--- src/asd_pkg.sv ---
// Package of constants and types for the arithmetic and shift datapath
package asd_pkg;
  localparam int DATA_W = 16;
  localparam int BANK_N = 32;
  localparam int ADDR_W = 5;
  localparam logic [15:0] REG_RESET = 16'h0000;
  localparam logic [31:0] REG_BASE_ADDR = 32'h0000_0000;
  localparam logic [31:0] REG_OPCODE = 32'h0000_0000;
  localparam logic [31:0] REG_OPERAND = 32'h0000_0004;
  localparam logic [31:0] REG_RESULT = 32'h0000_0008;
  localparam logic [31:0] REG_FLAGS = 32'h0000_000c;
  localparam logic [31:0] REG_EXT = 32'h0000_0010;
  localparam int FLG_Z = 0;
  localparam int FLG_C = 1;
  localparam int FLG_S = 2;
  localparam logic [1:0] RESP_OKAY = 2'h0;
  localparam logic [1:0] RESP_SLVERR = 2'h2;

  typedef enum logic [3:0] {
    ASD_ADD = 4'h0, ASD_SUB = 4'h1, ASD_INC = 4'h2, ASD_DEC = 4'h3, ASD_CMP = 4'h4,
    ASD_AND = 4'h5, ASD_OR = 4'h6, ASD_INV = 4'h7, ASD_XOR = 4'h8, ASD_XNOR = 4'h9,
    ASD_PASS = 4'ha
  } asd_op_e;

  typedef enum logic [2:0] {
    ASD_SH_NONE = 3'h0, ASD_SH_SGL = 3'h1, ASD_SH_DBL = 3'h2, ASD_ROT_SGL = 3'h3, ASD_ROT_DBL = 3'h4
  } asd_shift_e;

  typedef enum logic [2:0] {
    ASD_FILL_Z = 3'h0, ASD_FILL_C = 3'h1, ASD_FILL_S = 3'h2, ASD_FILL_0 = 3'h3,
    ASD_FILL_1 = 3'h4, ASD_FILL_OWN = 3'h5, ASD_FILL_EXT = 3'h6, ASD_FILL_SER = 3'h7
  } asd_fill_e;

  typedef enum logic [1:0] {
    ASD_CIN_0 = 2'h0, ASD_CIN_1 = 2'h1, ASD_CIN_CARRY = 2'h2
  } asd_cin_e;

  // Opcode register layout
  localparam int OP_LSB = 0;
  localparam int SH_LSB = 4;
  localparam int FILL_LSB = 7;
  localparam int CIN_LSB = 10;
  localparam int DIR_BIT = 12;
  localparam int DST_Q_BIT = 13;
  localparam int IMM_BIT = 14;
  localparam int A_LSB = 16;
  localparam int B_LSB = 21;
  localparam int DST_LSB = 26;
  localparam int A_Q_BIT = 31;
endpackage

--- src/asd_regbank.sv ---
// Register bank of 32 general registers, registered read ports
`timescale 1ns/10ps
module asd_regbank #(
  parameter int W = asd_pkg::DATA_W,
  parameter int N = asd_pkg::BANK_N,
  parameter int AW = asd_pkg::ADDR_W
) (
  input wire logic clk,
  input wire logic we,
  input wire logic [AW-1:0] waddr,
  input wire logic [W-1:0] wdata,
  input wire logic [AW-1:0] raddr_a,
  input wire logic [AW-1:0] raddr_b,
  output logic [W-1:0] rdata_a,
  output logic [W-1:0] rdata_b
);
  logic [W-1:0] mem [N];

  // No reset: contents are defined only once written
  always_ff @(posedge clk)
  begin
    if (we)
      mem[waddr] <= wdata;
    rdata_a <= (we && waddr == raddr_a) ? wdata : mem[raddr_a];
    rdata_b <= (we && waddr == raddr_b) ? wdata : mem[raddr_b];
  end
endmodule

--- src/asd_datapath.sv ---
// Single-cycle 16-bit arithmetic, logic and shift datapath with AXI4-Lite control
//
// The AXI4-Lite slave port and the register addresses were left to the implementer.
`timescale 1ns/10ps
// Overview of operation
// RULE_01: Each instruction computes and writes back in one clock cycle.
// RULE_02: Sequencer picks at least one operand from bank or extension register.
// RULE_03: Datapath runs without stalls from counters, host or program control.
// RULE_04: Arithmetic: add, subtract, increment, decrement, compare.
// RULE_05: Logic: AND, OR, invert, XOR, XNOR.
// RULE_06: Operation first, then shift its result, then write back.
// RULE_07: Single-precision shifts move one register by one bit.
// RULE_08: Double-precision shifts span a bank register joined to extension register.
// RULE_09: Each register end filled through its own eight-way selector.
// RULE_10: Right shift top fill: Z, C, S, 0, 1, own low, ext low, serial.
// RULE_11: Left shift bottom fill: Z, C, S, 0, 1, own high, ext high, serial.
// RULE_12: Single and double precision rotates, left or right.
// RULE_13: Carry-out kept for the next instruction's carry-in.
// RULE_14: Carry-in chosen from 0, 1 or previous carry-out.
// RULE_15: 16-bit wide, 32 bank registers plus the extension register.
// RULE_16: Zero flag on all-zero result, sign is top bit, carry is carry-out.
// RULE_17: Compare subtracts, updates flags, leaves destination unchanged.
module asd_datapath (
  input wire logic MCLK,
  input wire logic NRST,
  input wire logic SERIAL_RIGHT_FILL,
  input wire logic SERIAL_LEFT_FILL,
  input wire logic [31:0] AWADDR,
  input wire logic AWVALID,
  output logic AWREADY,
  input wire logic [31:0] WDATA,
  input wire logic [3:0] WSTRB,
  input wire logic WVALID,
  output logic WREADY,
  output logic [1:0] BRESP,
  output logic BVALID,
  input wire logic BREADY,
  input wire logic [31:0] ARADDR,
  input wire logic ARVALID,
  output logic ARREADY,
  output logic [31:0] RDATA,
  output logic [1:0] RRESP,
  output logic RVALID,
  input wire logic RREADY,
  output logic [asd_pkg::DATA_W-1:0] RESULT,
  output logic ZERO_FLAG,
  output logic CARRY_FLAG,
  output logic SIGN_FLAG
);
  import asd_pkg::*;

  localparam int W = DATA_W;

  // Reset release
  logic rst_s1_q, rst_n;
  always_ff @(posedge MCLK or negedge NRST)
  begin
    if (!NRST)
    begin
      rst_s1_q <= 1'b0;
      rst_n <= 1'b0;
    end
    else
    begin
      rst_s1_q <= 1'b1;
      rst_n <= rst_s1_q;
    end
  end

  // Serial fill pins pass two flops
  logic [1:0] ser_s1_q, ser_s2_q;
  always_ff @(posedge MCLK or negedge rst_n)
  begin
    if (!rst_n)
    begin
      ser_s1_q <= 2'h0;
      ser_s2_q <= 2'h0;
    end
    else
    begin
      ser_s1_q <= {SERIAL_LEFT_FILL, SERIAL_RIGHT_FILL};
      ser_s2_q <= ser_s1_q;
    end
  end
  wire ser_right = ser_s2_q[0];
  wire ser_left = ser_s2_q[1];

  // AXI4-Lite write side: address and data taken in either order
  logic aw_got_q, w_got_q, bvalid_q, awready_q, wready_q;
  logic [31:0] awaddr_q, wdata_q;
  logic [3:0] wstrb_q;
  wire aw_hs = AWVALID && AWREADY;
  wire w_hs = WVALID && WREADY;
  wire aw_have = aw_got_q || aw_hs;
  wire w_have = w_got_q || w_hs;
  wire wr_fire = aw_have && w_have && !bvalid_q;
  wire b_hold = bvalid_q && !BREADY;
  wire [31:0] wr_addr = aw_got_q ? awaddr_q : AWADDR;
  wire [31:0] wr_data = w_got_q ? wdata_q : WDATA;
  wire [3:0] wr_strb = w_got_q ? wstrb_q : WSTRB;

  function automatic logic addr_known(input logic [31:0] a);
    addr_known = (a == REG_OPCODE) || (a == REG_OPERAND) || (a == REG_RESULT) ||
                 (a == REG_FLAGS) || (a == REG_EXT);
  endfunction

  function automatic logic [31:0] merge(input logic [31:0] old, input logic [31:0] nw, input logic [3:0] st);
    logic [31:0] m;
    m = old;
    for (int i = 0; i < 4; i++)
      if (st[i])
        m[i*8 +: 8] = nw[i*8 +: 8];
    merge = m;
  endfunction

  always_ff @(posedge MCLK or negedge rst_n)
  begin
    if (!rst_n)
    begin
      aw_got_q <= 1'b0;
      w_got_q <= 1'b0;
      awaddr_q <= 32'h0;
      wdata_q <= 32'h0;
      wstrb_q <= 4'h0;
      bvalid_q <= 1'b0;
      BRESP <= RESP_OKAY;
      awready_q <= 1'b1;
      wready_q <= 1'b1;
    end
    else
    begin
      if (aw_hs)
        awaddr_q <= AWADDR;
      if (w_hs)
      begin
        wdata_q <= WDATA;
        wstrb_q <= WSTRB;
      end
      aw_got_q <= wr_fire ? 1'b0 : aw_have;
      w_got_q <= wr_fire ? 1'b0 : w_have;
      // Readies computed one edge early so the ports leave flops
      awready_q <= !wr_fire && !aw_have && !b_hold;
      wready_q <= !wr_fire && !w_have && !b_hold;
      if (wr_fire)
      begin
        bvalid_q <= 1'b1;
        BRESP <= addr_known(wr_addr) ? RESP_OKAY : RESP_SLVERR;
      end
      else if (BREADY)
        bvalid_q <= 1'b0;
    end
  end
  assign AWREADY = awready_q;
  assign WREADY = wready_q;
  assign BVALID = bvalid_q;

  // Instruction and operand registers written by the sequencer over the bus
  logic [31:0] opcode_q, operand_q;
  wire wr_opc = wr_fire && wr_addr == REG_OPCODE;
  wire wr_opd = wr_fire && wr_addr == REG_OPERAND;

  // Decoded fields
  wire asd_op_e op = asd_op_e'(opcode_q[OP_LSB +: 4]);
  wire asd_shift_e shm = asd_shift_e'(opcode_q[SH_LSB +: 3]);
  wire asd_fill_e fill = asd_fill_e'(opcode_q[FILL_LSB +: 3]);
  wire asd_cin_e cin_sel = asd_cin_e'(opcode_q[CIN_LSB +: 2]);
  wire sh_left = opcode_q[DIR_BIT];
  wire dst_q = opcode_q[DST_Q_BIT];
  wire use_imm = opcode_q[IMM_BIT];
  wire a_is_q = opcode_q[A_Q_BIT];
  wire [ADDR_W-1:0] ra = opcode_q[A_LSB +: ADDR_W];
  wire [ADDR_W-1:0] rb = opcode_q[B_LSB +: ADDR_W];
  wire [ADDR_W-1:0] rd = opcode_q[DST_LSB +: ADDR_W];

  // Execute one cycle after the opcode write; reads settle in that cycle
  logic exec_q;
  logic [W-1:0] ext_q;
  logic zf_q, cf_q, sf_q;
  logic [W-1:0] bank_a, bank_b;

  wire bank_we;
  wire [W-1:0] bank_wdata;
  asd_regbank #(.W(W), .N(BANK_N), .AW(ADDR_W)) u_bank ( // RULE_15
    .clk(MCLK),
    .we(bank_we),
    .waddr(rd),
    .wdata(bank_wdata),
    .raddr_a(wr_opc ? wr_data[A_LSB +: ADDR_W] : ra),
    .raddr_b(wr_opc ? wr_data[B_LSB +: ADDR_W] : rb),
    .rdata_a(bank_a),
    .rdata_b(bank_b)
  );

  // Operand A is always internal; B is bank or external operand
  wire [W-1:0] opa = a_is_q ? ext_q : bank_a; // RULE_02
  wire [W-1:0] opb = use_imm ? operand_q[W-1:0] : bank_b;

  wire cin = (cin_sel == ASD_CIN_1) ? 1'b1 : (cin_sel == ASD_CIN_CARRY) ? cf_q : 1'b0; // RULE_14 RULE_13

  wire [W:0] sum_add = {1'b0, opa} + {1'b0, opb} + {{W{1'b0}}, cin};
  wire [W:0] sum_sub = {1'b0, opa} + {1'b0, ~opb} + {{W{1'b0}}, cin};
  wire [W:0] sum_inc = {1'b0, opa} + {{W{1'b0}}, 1'b1};
  wire [W:0] sum_dec = {1'b0, opa} + {1'b0, {W{1'b1}}};

  logic [W:0] alu;
  always_comb
  begin
    case (op)
      ASD_ADD: alu = sum_add; // RULE_04
      ASD_SUB, ASD_CMP: alu = sum_sub; // RULE_04 RULE_17
      ASD_INC: alu = sum_inc;
      ASD_DEC: alu = sum_dec;
      ASD_AND: alu = {1'b0, opa & opb}; // RULE_05
      ASD_OR: alu = {1'b0, opa | opb};
      ASD_INV: alu = {1'b0, ~opa};
      ASD_XOR: alu = {1'b0, opa ^ opb};
      ASD_XNOR: alu = {1'b0, ~(opa ^ opb)};
      ASD_PASS: alu = {1'b0, opb};
      default: alu = {1'b0, opa};
    endcase
  end
  wire [W-1:0] res = alu[W-1:0];

  // Fill selectors; own bit reads the ALU result, which is what is shifted
  function automatic logic fill_pick(input asd_fill_e f, input logic z, input logic c, input logic s,
                                     input logic own, input logic ext, input logic ser);
    case (f)
      ASD_FILL_Z: fill_pick = z;
      ASD_FILL_C: fill_pick = c;
      ASD_FILL_S: fill_pick = s;
      ASD_FILL_0: fill_pick = 1'b0;
      ASD_FILL_1: fill_pick = 1'b1;
      ASD_FILL_OWN: fill_pick = own;
      ASD_FILL_EXT: fill_pick = ext;
      ASD_FILL_SER: fill_pick = ser;
      default: fill_pick = 1'b0;
    endcase
  endfunction

  wire fill_top = fill_pick(fill, zf_q, cf_q, sf_q, res[0], ext_q[0], ser_right); // RULE_09 RULE_10
  wire fill_bot = fill_pick(fill, zf_q, cf_q, sf_q, res[W-1], ext_q[W-1], ser_left); // RULE_09 RULE_11

  // Shift after operation
  logic [W-1:0] sh_res, sh_ext;
  always_comb
  begin
    sh_res = res;
    sh_ext = ext_q;
    case (shm)
      ASD_SH_NONE: sh_res = res;
      ASD_SH_SGL: sh_res = sh_left ? {res[W-2:0], fill_bot} : {fill_top, res[W-1:1]}; // RULE_07 RULE_06
      ASD_SH_DBL: // RULE_08
      begin
        if (sh_left)
        begin
          sh_res = {res[W-2:0], ext_q[W-1]};
          sh_ext = {ext_q[W-2:0], fill_bot};
        end
        else
        begin
          sh_res = {fill_top, res[W-1:1]};
          sh_ext = {res[0], ext_q[W-1:1]};
        end
      end
      ASD_ROT_SGL: sh_res = sh_left ? {res[W-2:0], res[W-1]} : {res[0], res[W-1:1]}; // RULE_12
      ASD_ROT_DBL: // RULE_12
      begin
        if (sh_left)
        begin
          sh_res = {res[W-2:0], ext_q[W-1]};
          sh_ext = {ext_q[W-2:0], res[W-1]};
        end
        else
        begin
          sh_res = {ext_q[0], res[W-1:1]};
          sh_ext = {res[0], ext_q[W-1:1]};
        end
      end
      default: sh_res = res;
    endcase
  end

  wire is_cmp = (op == ASD_CMP);
  wire dbl = (shm == ASD_SH_DBL) || (shm == ASD_ROT_DBL);
  wire write_back = exec_q && !is_cmp; // RULE_17
  assign bank_we = write_back && !dst_q; // RULE_01
  assign bank_wdata = sh_res;
  wire ext_we = write_back && (dst_q || dbl);
  wire [W-1:0] ext_d = (dst_q && !dbl) ? sh_res : sh_ext;
  wire [W-1:0] flag_val = is_cmp ? res : sh_res;
  wire [31:0] ext_merged = merge({16'h0, ext_q}, wr_data, wr_strb);

  // Nothing outside this block can hold off execution
  always_ff @(posedge MCLK or negedge rst_n)
  begin
    if (!rst_n)
    begin
      opcode_q <= 32'h0;
      operand_q <= 32'h0;
      exec_q <= 1'b0;
    end
    else
    begin
      if (wr_opc)
        opcode_q <= merge(opcode_q, wr_data, wr_strb);
      if (wr_opd)
        operand_q <= merge(operand_q, wr_data, wr_strb);
      exec_q <= wr_opc; // RULE_03
    end
  end

  always_ff @(posedge MCLK or negedge rst_n)
  begin
    if (!rst_n)
    begin
      ext_q <= REG_RESET;
      zf_q <= 1'b0;
      cf_q <= 1'b0;
      sf_q <= 1'b0;
      RESULT <= REG_RESET;
    end
    else if (exec_q)
    begin
      if (ext_we)
        ext_q <= ext_d;
      zf_q <= (flag_val == '0); // RULE_16
      sf_q <= flag_val[W-1]; // RULE_16
      cf_q <= alu[W]; // RULE_13 RULE_16
      RESULT <= dst_q && !dbl ? ext_d : flag_val;
    end
    else if (wr_fire && wr_addr == REG_EXT)
      ext_q <= ext_merged[W-1:0];
  end
  assign ZERO_FLAG = zf_q;
  assign CARRY_FLAG = cf_q;
  assign SIGN_FLAG = sf_q;

  // Read side
  logic rvalid_q, arready_q;
  always_ff @(posedge MCLK or negedge rst_n)
  begin
    if (!rst_n)
    begin
      rvalid_q <= 1'b0;
      arready_q <= 1'b1;
      RDATA <= 32'h0;
      RRESP <= RESP_OKAY;
    end
    else if (ARVALID && ARREADY)
    begin
      rvalid_q <= 1'b1;
      arready_q <= 1'b0;
      RRESP <= addr_known(ARADDR) ? RESP_OKAY : RESP_SLVERR;
      case (ARADDR)
        REG_OPCODE: RDATA <= opcode_q;
        REG_OPERAND: RDATA <= operand_q;
        REG_RESULT: RDATA <= {16'h0, RESULT};
        REG_FLAGS: RDATA <= {29'h0, sf_q, cf_q, zf_q};
        REG_EXT: RDATA <= {16'h0, ext_q};
        default: RDATA <= 32'h0;
      endcase
    end
    else if (RREADY)
    begin
      rvalid_q <= 1'b0;
      arready_q <= 1'b1;
    end
  end
  assign ARREADY = arready_q;
  assign RVALID = rvalid_q;
endmodule

--- config.mk ---
export PLATFORM = sky130hd
export DESIGN_NAME = asd_datapath
export DESIGN_NICKNAME = d
export VERILOG_FILES = /design/src/asd_pkg.sv /design/src/asd_regbank.sv /design/src/asd_datapath.sv
export SDC_FILE = /design/constraint.sdc
export NUM_CORES = 1
export LEC_CHECK = 0
export BUFFER_PORTS_ARGS = -buffer_cell sky130_fd_sc_hd__buf_2
export CORE_ASPECT_RATIO = 1.25
export CORE_MARGIN = 10
export CORE_UTILIZATION = 45
export CTS_CLUSTER_SIZE = 24
export DETAILED_ROUTE_END_ITERATION = 10
export PLACE_DENSITY_LB_ADDON = 0.12
export SYNTH_ARGS = -nofsm -noshare
export SYNTH_HDL_FRONTEND = slang
export SYNTH_SLANG_ARGS = --single-unit
--- constraint.sdc ---
create_clock -name MCLK -period 6.2 [get_ports MCLK]
set_clock_uncertainty 0.15 [all_clocks]
set_input_delay 0.31 -clock MCLK [delete_from_list [all_inputs] [get_ports MCLK]]
set_output_delay 0.31 -clock MCLK [all_outputs]
set_load 0.01 [all_outputs]
After elaboration in Yosys (flattened, before gate mapping)
Memories as Yosys holds them, arrays and structs flattened. A register that Yosys moved wholly into a read port is not among the register bits.
Index checks and enable logic that the tools add are counted.
- add/sub/neg operators: 6
- multipliers: 0
- div/mod/pow operators: 0
- order comparisons: 0
- equal/unequal tests: 32
- shift-type cells: 0
- muxes and demuxes: 41
- bitwise gates (word level): 6
- reduce and logical (&&, ||, !) cells: 59
- operators by type and width (cell ; count):
    two-way mux 16 bit ; 14
    one-hot mux 17 bit (10 select lines) ; 1
    one-hot mux 32 bit (5 select lines) ; 1
    == test 32 x 4 -> 1 bit, second input constant ; 4
    == test 32 x 3 -> 1 bit, second input constant ; 2
    == test 32 x 5 -> 1 bit, second input constant ; 2
    zero test 32 bit ; 2
    two-way mux 32 bit ; 2
    one-hot mux 16 bit (4 select lines) ; 1
    inverter 16 bit ; 3
    adder 16 x 16 -> 17 bit ; 2
    adder 17 x 1 -> 17 bit ; 2
    one-hot mux 16 bit (2 select lines) ; 1
    adder 16 x 1 -> 17 bit, second input constant ; 1
    adder 16 x 16 -> 17 bit, second input constant ; 1
    logical AND 1 bit ; 17
    bitwise AND 16 bit ; 1
    == test 4 x 3 -> 1 bit, second input constant ; 4
    zero test 16 bit ; 1
    two-way mux 8 bit ; 2
    bitwise OR 16 bit ; 1
    one-hot mux 1 bit (8 select lines) ; 2
    AND reduction 2 bit ; 8
    XOR 16 bit ; 1
    20 further kinds ; 68
- bits in registers: 217
- bits in latches: 0
- RAM bits: 512
- memory bits (read-only): 0
- input bits: 109
- output and inout bits: 60
- logic and storage cells: 177
- memories kept: 1
- memory list (memory ; words ; bits a word ; rd ports ; clocked after Yosys merged registers in ; wr ports ; line ; text):
    u_bank.mem ; 32 ; 16 ; 2 ; 2 ; 1 ; asd_regbank.sv:17 ; logic [W-1:0] mem [N];

Longest topological paths before layout
- depth after elaboration: 11
- depth in mapped cells: 26
- gate-level depth less buffers: 22

Cells and area by module
Synthesis repeated with hierarchy kept, for this count alone.
- cells, all modules: 3438
- area, all modules: 40533.9 sq um
- by module, submodules not included (module ; instances ; cells an instance ; area an instance (sq um) ; seq. area each (sq um)):
    asd_regbank ; 1 ; 1706 ; 24996.5 ; 15574.9
    asd_datapath ; 1 ; 1732 ; 15537.4 ; 5383.9

Least setup slack after synthesis
No wires, ideal clock.
- path kind: register -> register
- start point: register (tool-made name)
- end point: register ext_q[11]
- library setup time: 0.080 ns
- arrival time: 6.131 ns
- required time: 5.970 ns
- setup slack: -0.162 ns
- stages on the path, launching flop included: 23
- buffers on the path: 3
- clock period less this slack: 6.362 ns
- cells stage by stage: dfxtp_1 buf_6 clkbuf_4 buf_4 mux4_2 o211ai_1 nand4_1 mux2i_1 inv_1 fa_1 inv_1 fa_1 nor3b_1 nor3_1 o211a_1 a21oi_1 xnor2_1 o221a_2 a21o_1 mux2_2 o21ai_0 a221oi_1 nor2_1
- RTL lines (item ; line ; text):
    to (signal assigned) ; asd_datapath.sv:325 ; ext_q <= ext_d;
    to (signal assigned) ; asd_datapath.sv:332 ; ext_q <= ext_merged[W-1:0];
    to (decl) ; asd_datapath.sv:177 ; logic [W-1:0] ext_q;

==> results.yml <==
clock_tree:
  cts_buffers: 77
  clk_pin_slew_ps: 60
  clockRootBuffer: "clkbuf_16"
  clock_sinks: 737
  tritoncts: "done"
  clock_latency_ps: 670
  clockBufferDepth: 3
  ctsHtreeMaxLevel: 3
finish:
  final_common_cell: "edfxtp_1"
  fin_nets: 3873
  drive_gt1_share_pct: 27.4
  finish.utilization_pct: 54.6
  area_growth_pct: 20.3
  final_cell_mix: "edfxtp_1, buf_4, mux2i_1"
global_route:
  grt_max_degree: 133
  grt_first_pass_wirelength_mm: 233
  gr-total-overflow: 0
  grt_pass1_vias: 32200
  grt_use_total_pct: 31.7
  antenna_found_initial: 4
critical_path:
  critPathBufInv: 6
  crit_top_cell: "buf_4"
  worst_ep_required_time_ps: 6430
  crit_fanout: 32
  path_depth: 22
  start_kind: "register"
  path_cells: "buf_12 -> nor2_2 -> a22oi_1 -> a21oi_1 -> nor4_1 -> buf_4 -> mux2_2 -> buf_4 -> ha_1 -> buf_4 -> nor4_1 -> o21ai_1 -> a21oi_2 -> buf_4 -> or3_1 -> o21a_1 -> o22ai_1 -> o32a_1 -> nor3_1 -> a211oi_1 -> or2_2 -> buf_12"
  reg2reg_slack_ps: 160
  rr_endpoint: "u_bank.mem[30][14]"
  max_stage_delay_ps: 690
  crit_type: "reg -> reg"
  cp_slowest_cell: "nor2_2"
  crit_path_end_kind: "register"
  crit_family: "simple AND/OR/NAND/NOR gates"
  crit_arrival_ps: 6270
  reg2reg_depth: 22
routing:
  drt_iter0_drc: 3810
  routed_via_density: 6.54
  drc: 0
  vias: 32300
  wl_mm: 165
  wire_per_inst_um: 33.5
  first_pass_iters: 6
  final_antenna_net_count: 0
placed_design:
  dp_slack_ps: 63.0
  place_congestion: 0.983
  dp_hpwl_mm: 117
  port_buffers: 166
floorplanning:
  ios: 169
  die-area_sq_um: 102000
  initial_utilization_pct: 45.4
  num_rows: 122
  die_w_um: 287
  core_sq_um: 88500
  die_y_um: 354
pwr:
  power_density_nw_per_um2: 237
  vdd_drop_max_mv: 0.245
  power.total_uw: 11500
  p_leak_uw: 0.0176
sta:
  setup_ws_ps: 165
  setup_viol: 0
  min_period_over_period_pct: 97.3
  hold_viol: 0
  worstMarginPinSlew_ps: 1330
  relSlewSlack_pct: 11.0
  drv_slew: 0
  fmax_mhz: 166
  layout_min_cycle_time_ps: 6040
synth:
  netlist_instances: 3227
  ys_top_cells_by_area: "edfxtp_1, dfrtp_1, mux4_2"
  synthFlopType: "edfxtp_1"
  synth_edf_count: 512
  ys_seq_elements: 737
  synth_cell_type_count: 99
  yosys.area.top_type: "edfxtp_1"
  yosysTopAreaCellShare_pct: 38.3
  yosysWarnings: 0
  ys_async_sr_fraction_pct: 29.2
  seq_area_frac_synth_pct: 52.2
  synth.avg_cell_area_sq_um: 12.4
  syn_area_sq_um: 40200
job:
  cap_viol_max_count: 0
worst_hold_path:
  hp-class: "reg -> async"
run_status:
  status: "complete, no violations"
## metrics by stage
stage	hold WS (ps)	area [sq um]	std cells	TNS [ps]
2_1_floorplan	-136	40200	3228	0
3_3_place_gp	-54.6	44600	4713	0
3_5_place_dp	-53.0	44600	4713	0
4_1_cts	147	48200	4935	0
5_1_grt	180	48300	4938	-89.3
6_report	154	48300	4939	0
## synthesized netlist by cell type, drive strengths merged (35+ instances only)
| master | instances |
|---|---|
| o21ai | 147 |
| a22oi | 94 |
| nand3 | 58 |
| mux2 | 98 |
| nor2 | 235 |
| o22ai | 43 |
| mux4 | 169 |
| nor3 | 40 |
| ha | 62 |
| dfrtp | 212 |
| o211ai | 35 |
| edfxtp | 512 |
| mux2i | 271 |
| inv | 67 |
| a221oi | 38 |
| nand2b | 40 |
| buf | 101 |
| clkbuf | 124 |
| nand2 | 198 |
| nor2b | 39 |
| a21oi | 192 |
## sequential cells by signal (all words and copies together), names as in the netlist, 2 cells and up, named ones only
signal and count:
u_bank.mem 512, RDATA 32, awaddr_q 32, opcode_q 32, operand_q 32, wdata_q 32
RESULT 16, ext_q 16, wstrb_q 4, ser_s1_q 2, ser_s2_q 2
## what timing repair did
item                                    in CTS  in global routing
hold endpoints to repair                   140                  0
endpoints found under the setup margin       0                203
buffers inserted                             0                  3
hold buffers                                79                  0
resized for setup                            0                 25
## kinds of logic (layout without fill, tap and decap cells)
logic type      after synthesis  in the layout  share of synthesized area, %
simple gates                789            789                          9.54
compound gates              779            779                          13.0
flops                       737            737                          52.2
mux                         538            538                          19.1
buf+inv                     294            826                          3.49
fa+ha+maj                    68             68                          2.23
xor+xnor                     20             20                         0.436
other cells                   2              4                        0.0187
## report_power, final
part	internal [uW]	leakage (uW)	switching (uW)
combinational	396	0.00877	380
clock	3000	0.00134	2070
sequential	5460	0.00751	143
total	8860	0.0176	2600
## worst reg2reg max path: stages, from the launching register on
cell,delay [ps]
dfxtp_4,400
buf_12,180
nor2_2,700
a22oi_1,220
a21oi_1,270
nor4_1,110
buf_4,180
mux2_2,320
buf_4,150
ha_1,210
buf_4,150
nor4_1,400
o21ai_1,250
a21oi_2,300
buf_4,160
or3_1,120
o21a_1,110
o22ai_1,100
o32a_1,410
nor3_1,230
a211oi_1,100
or2_2,360
buf_12,180
## how the worst max path moves through the flow
stage | to | slack, ps | from
after floorplan | u_bank.mem[0][2] | 40 | register
after global placement | ZERO_FLAG | 60 | register
after detailed placement | ZERO_FLAG | 60 | register
after CTS | u_bank.mem[4][15] | 20 | register
after global routing | ext_q[13] | -20 | register
final | u_bank.mem[30][14] | 160 | register
## final cells by class
type / instances / area, sq um
antenna: 1 / 2.50
clock buffer: 98 / 2120
clock inverter: 45 / 642
fill: 7491 / 40200
inverter: 69 / 259
multi-input combinational: 2197 / 18100
sequential: 737 / 21000
tap: 1178 / 1470
timing repair buffer: 614 / 4760
## layer usage
| layer | global-route usage, % | wire length, um |
|---|---|---|
| met5 | 0 | 28 |
| met4 | 20.3 | 12000 |
| met3 | 5.20 | 12600 |
| met2 | 52.7 | 80200 |
| met1 | 37.7 | 60500 |
(Power assumes the default switching activity.)
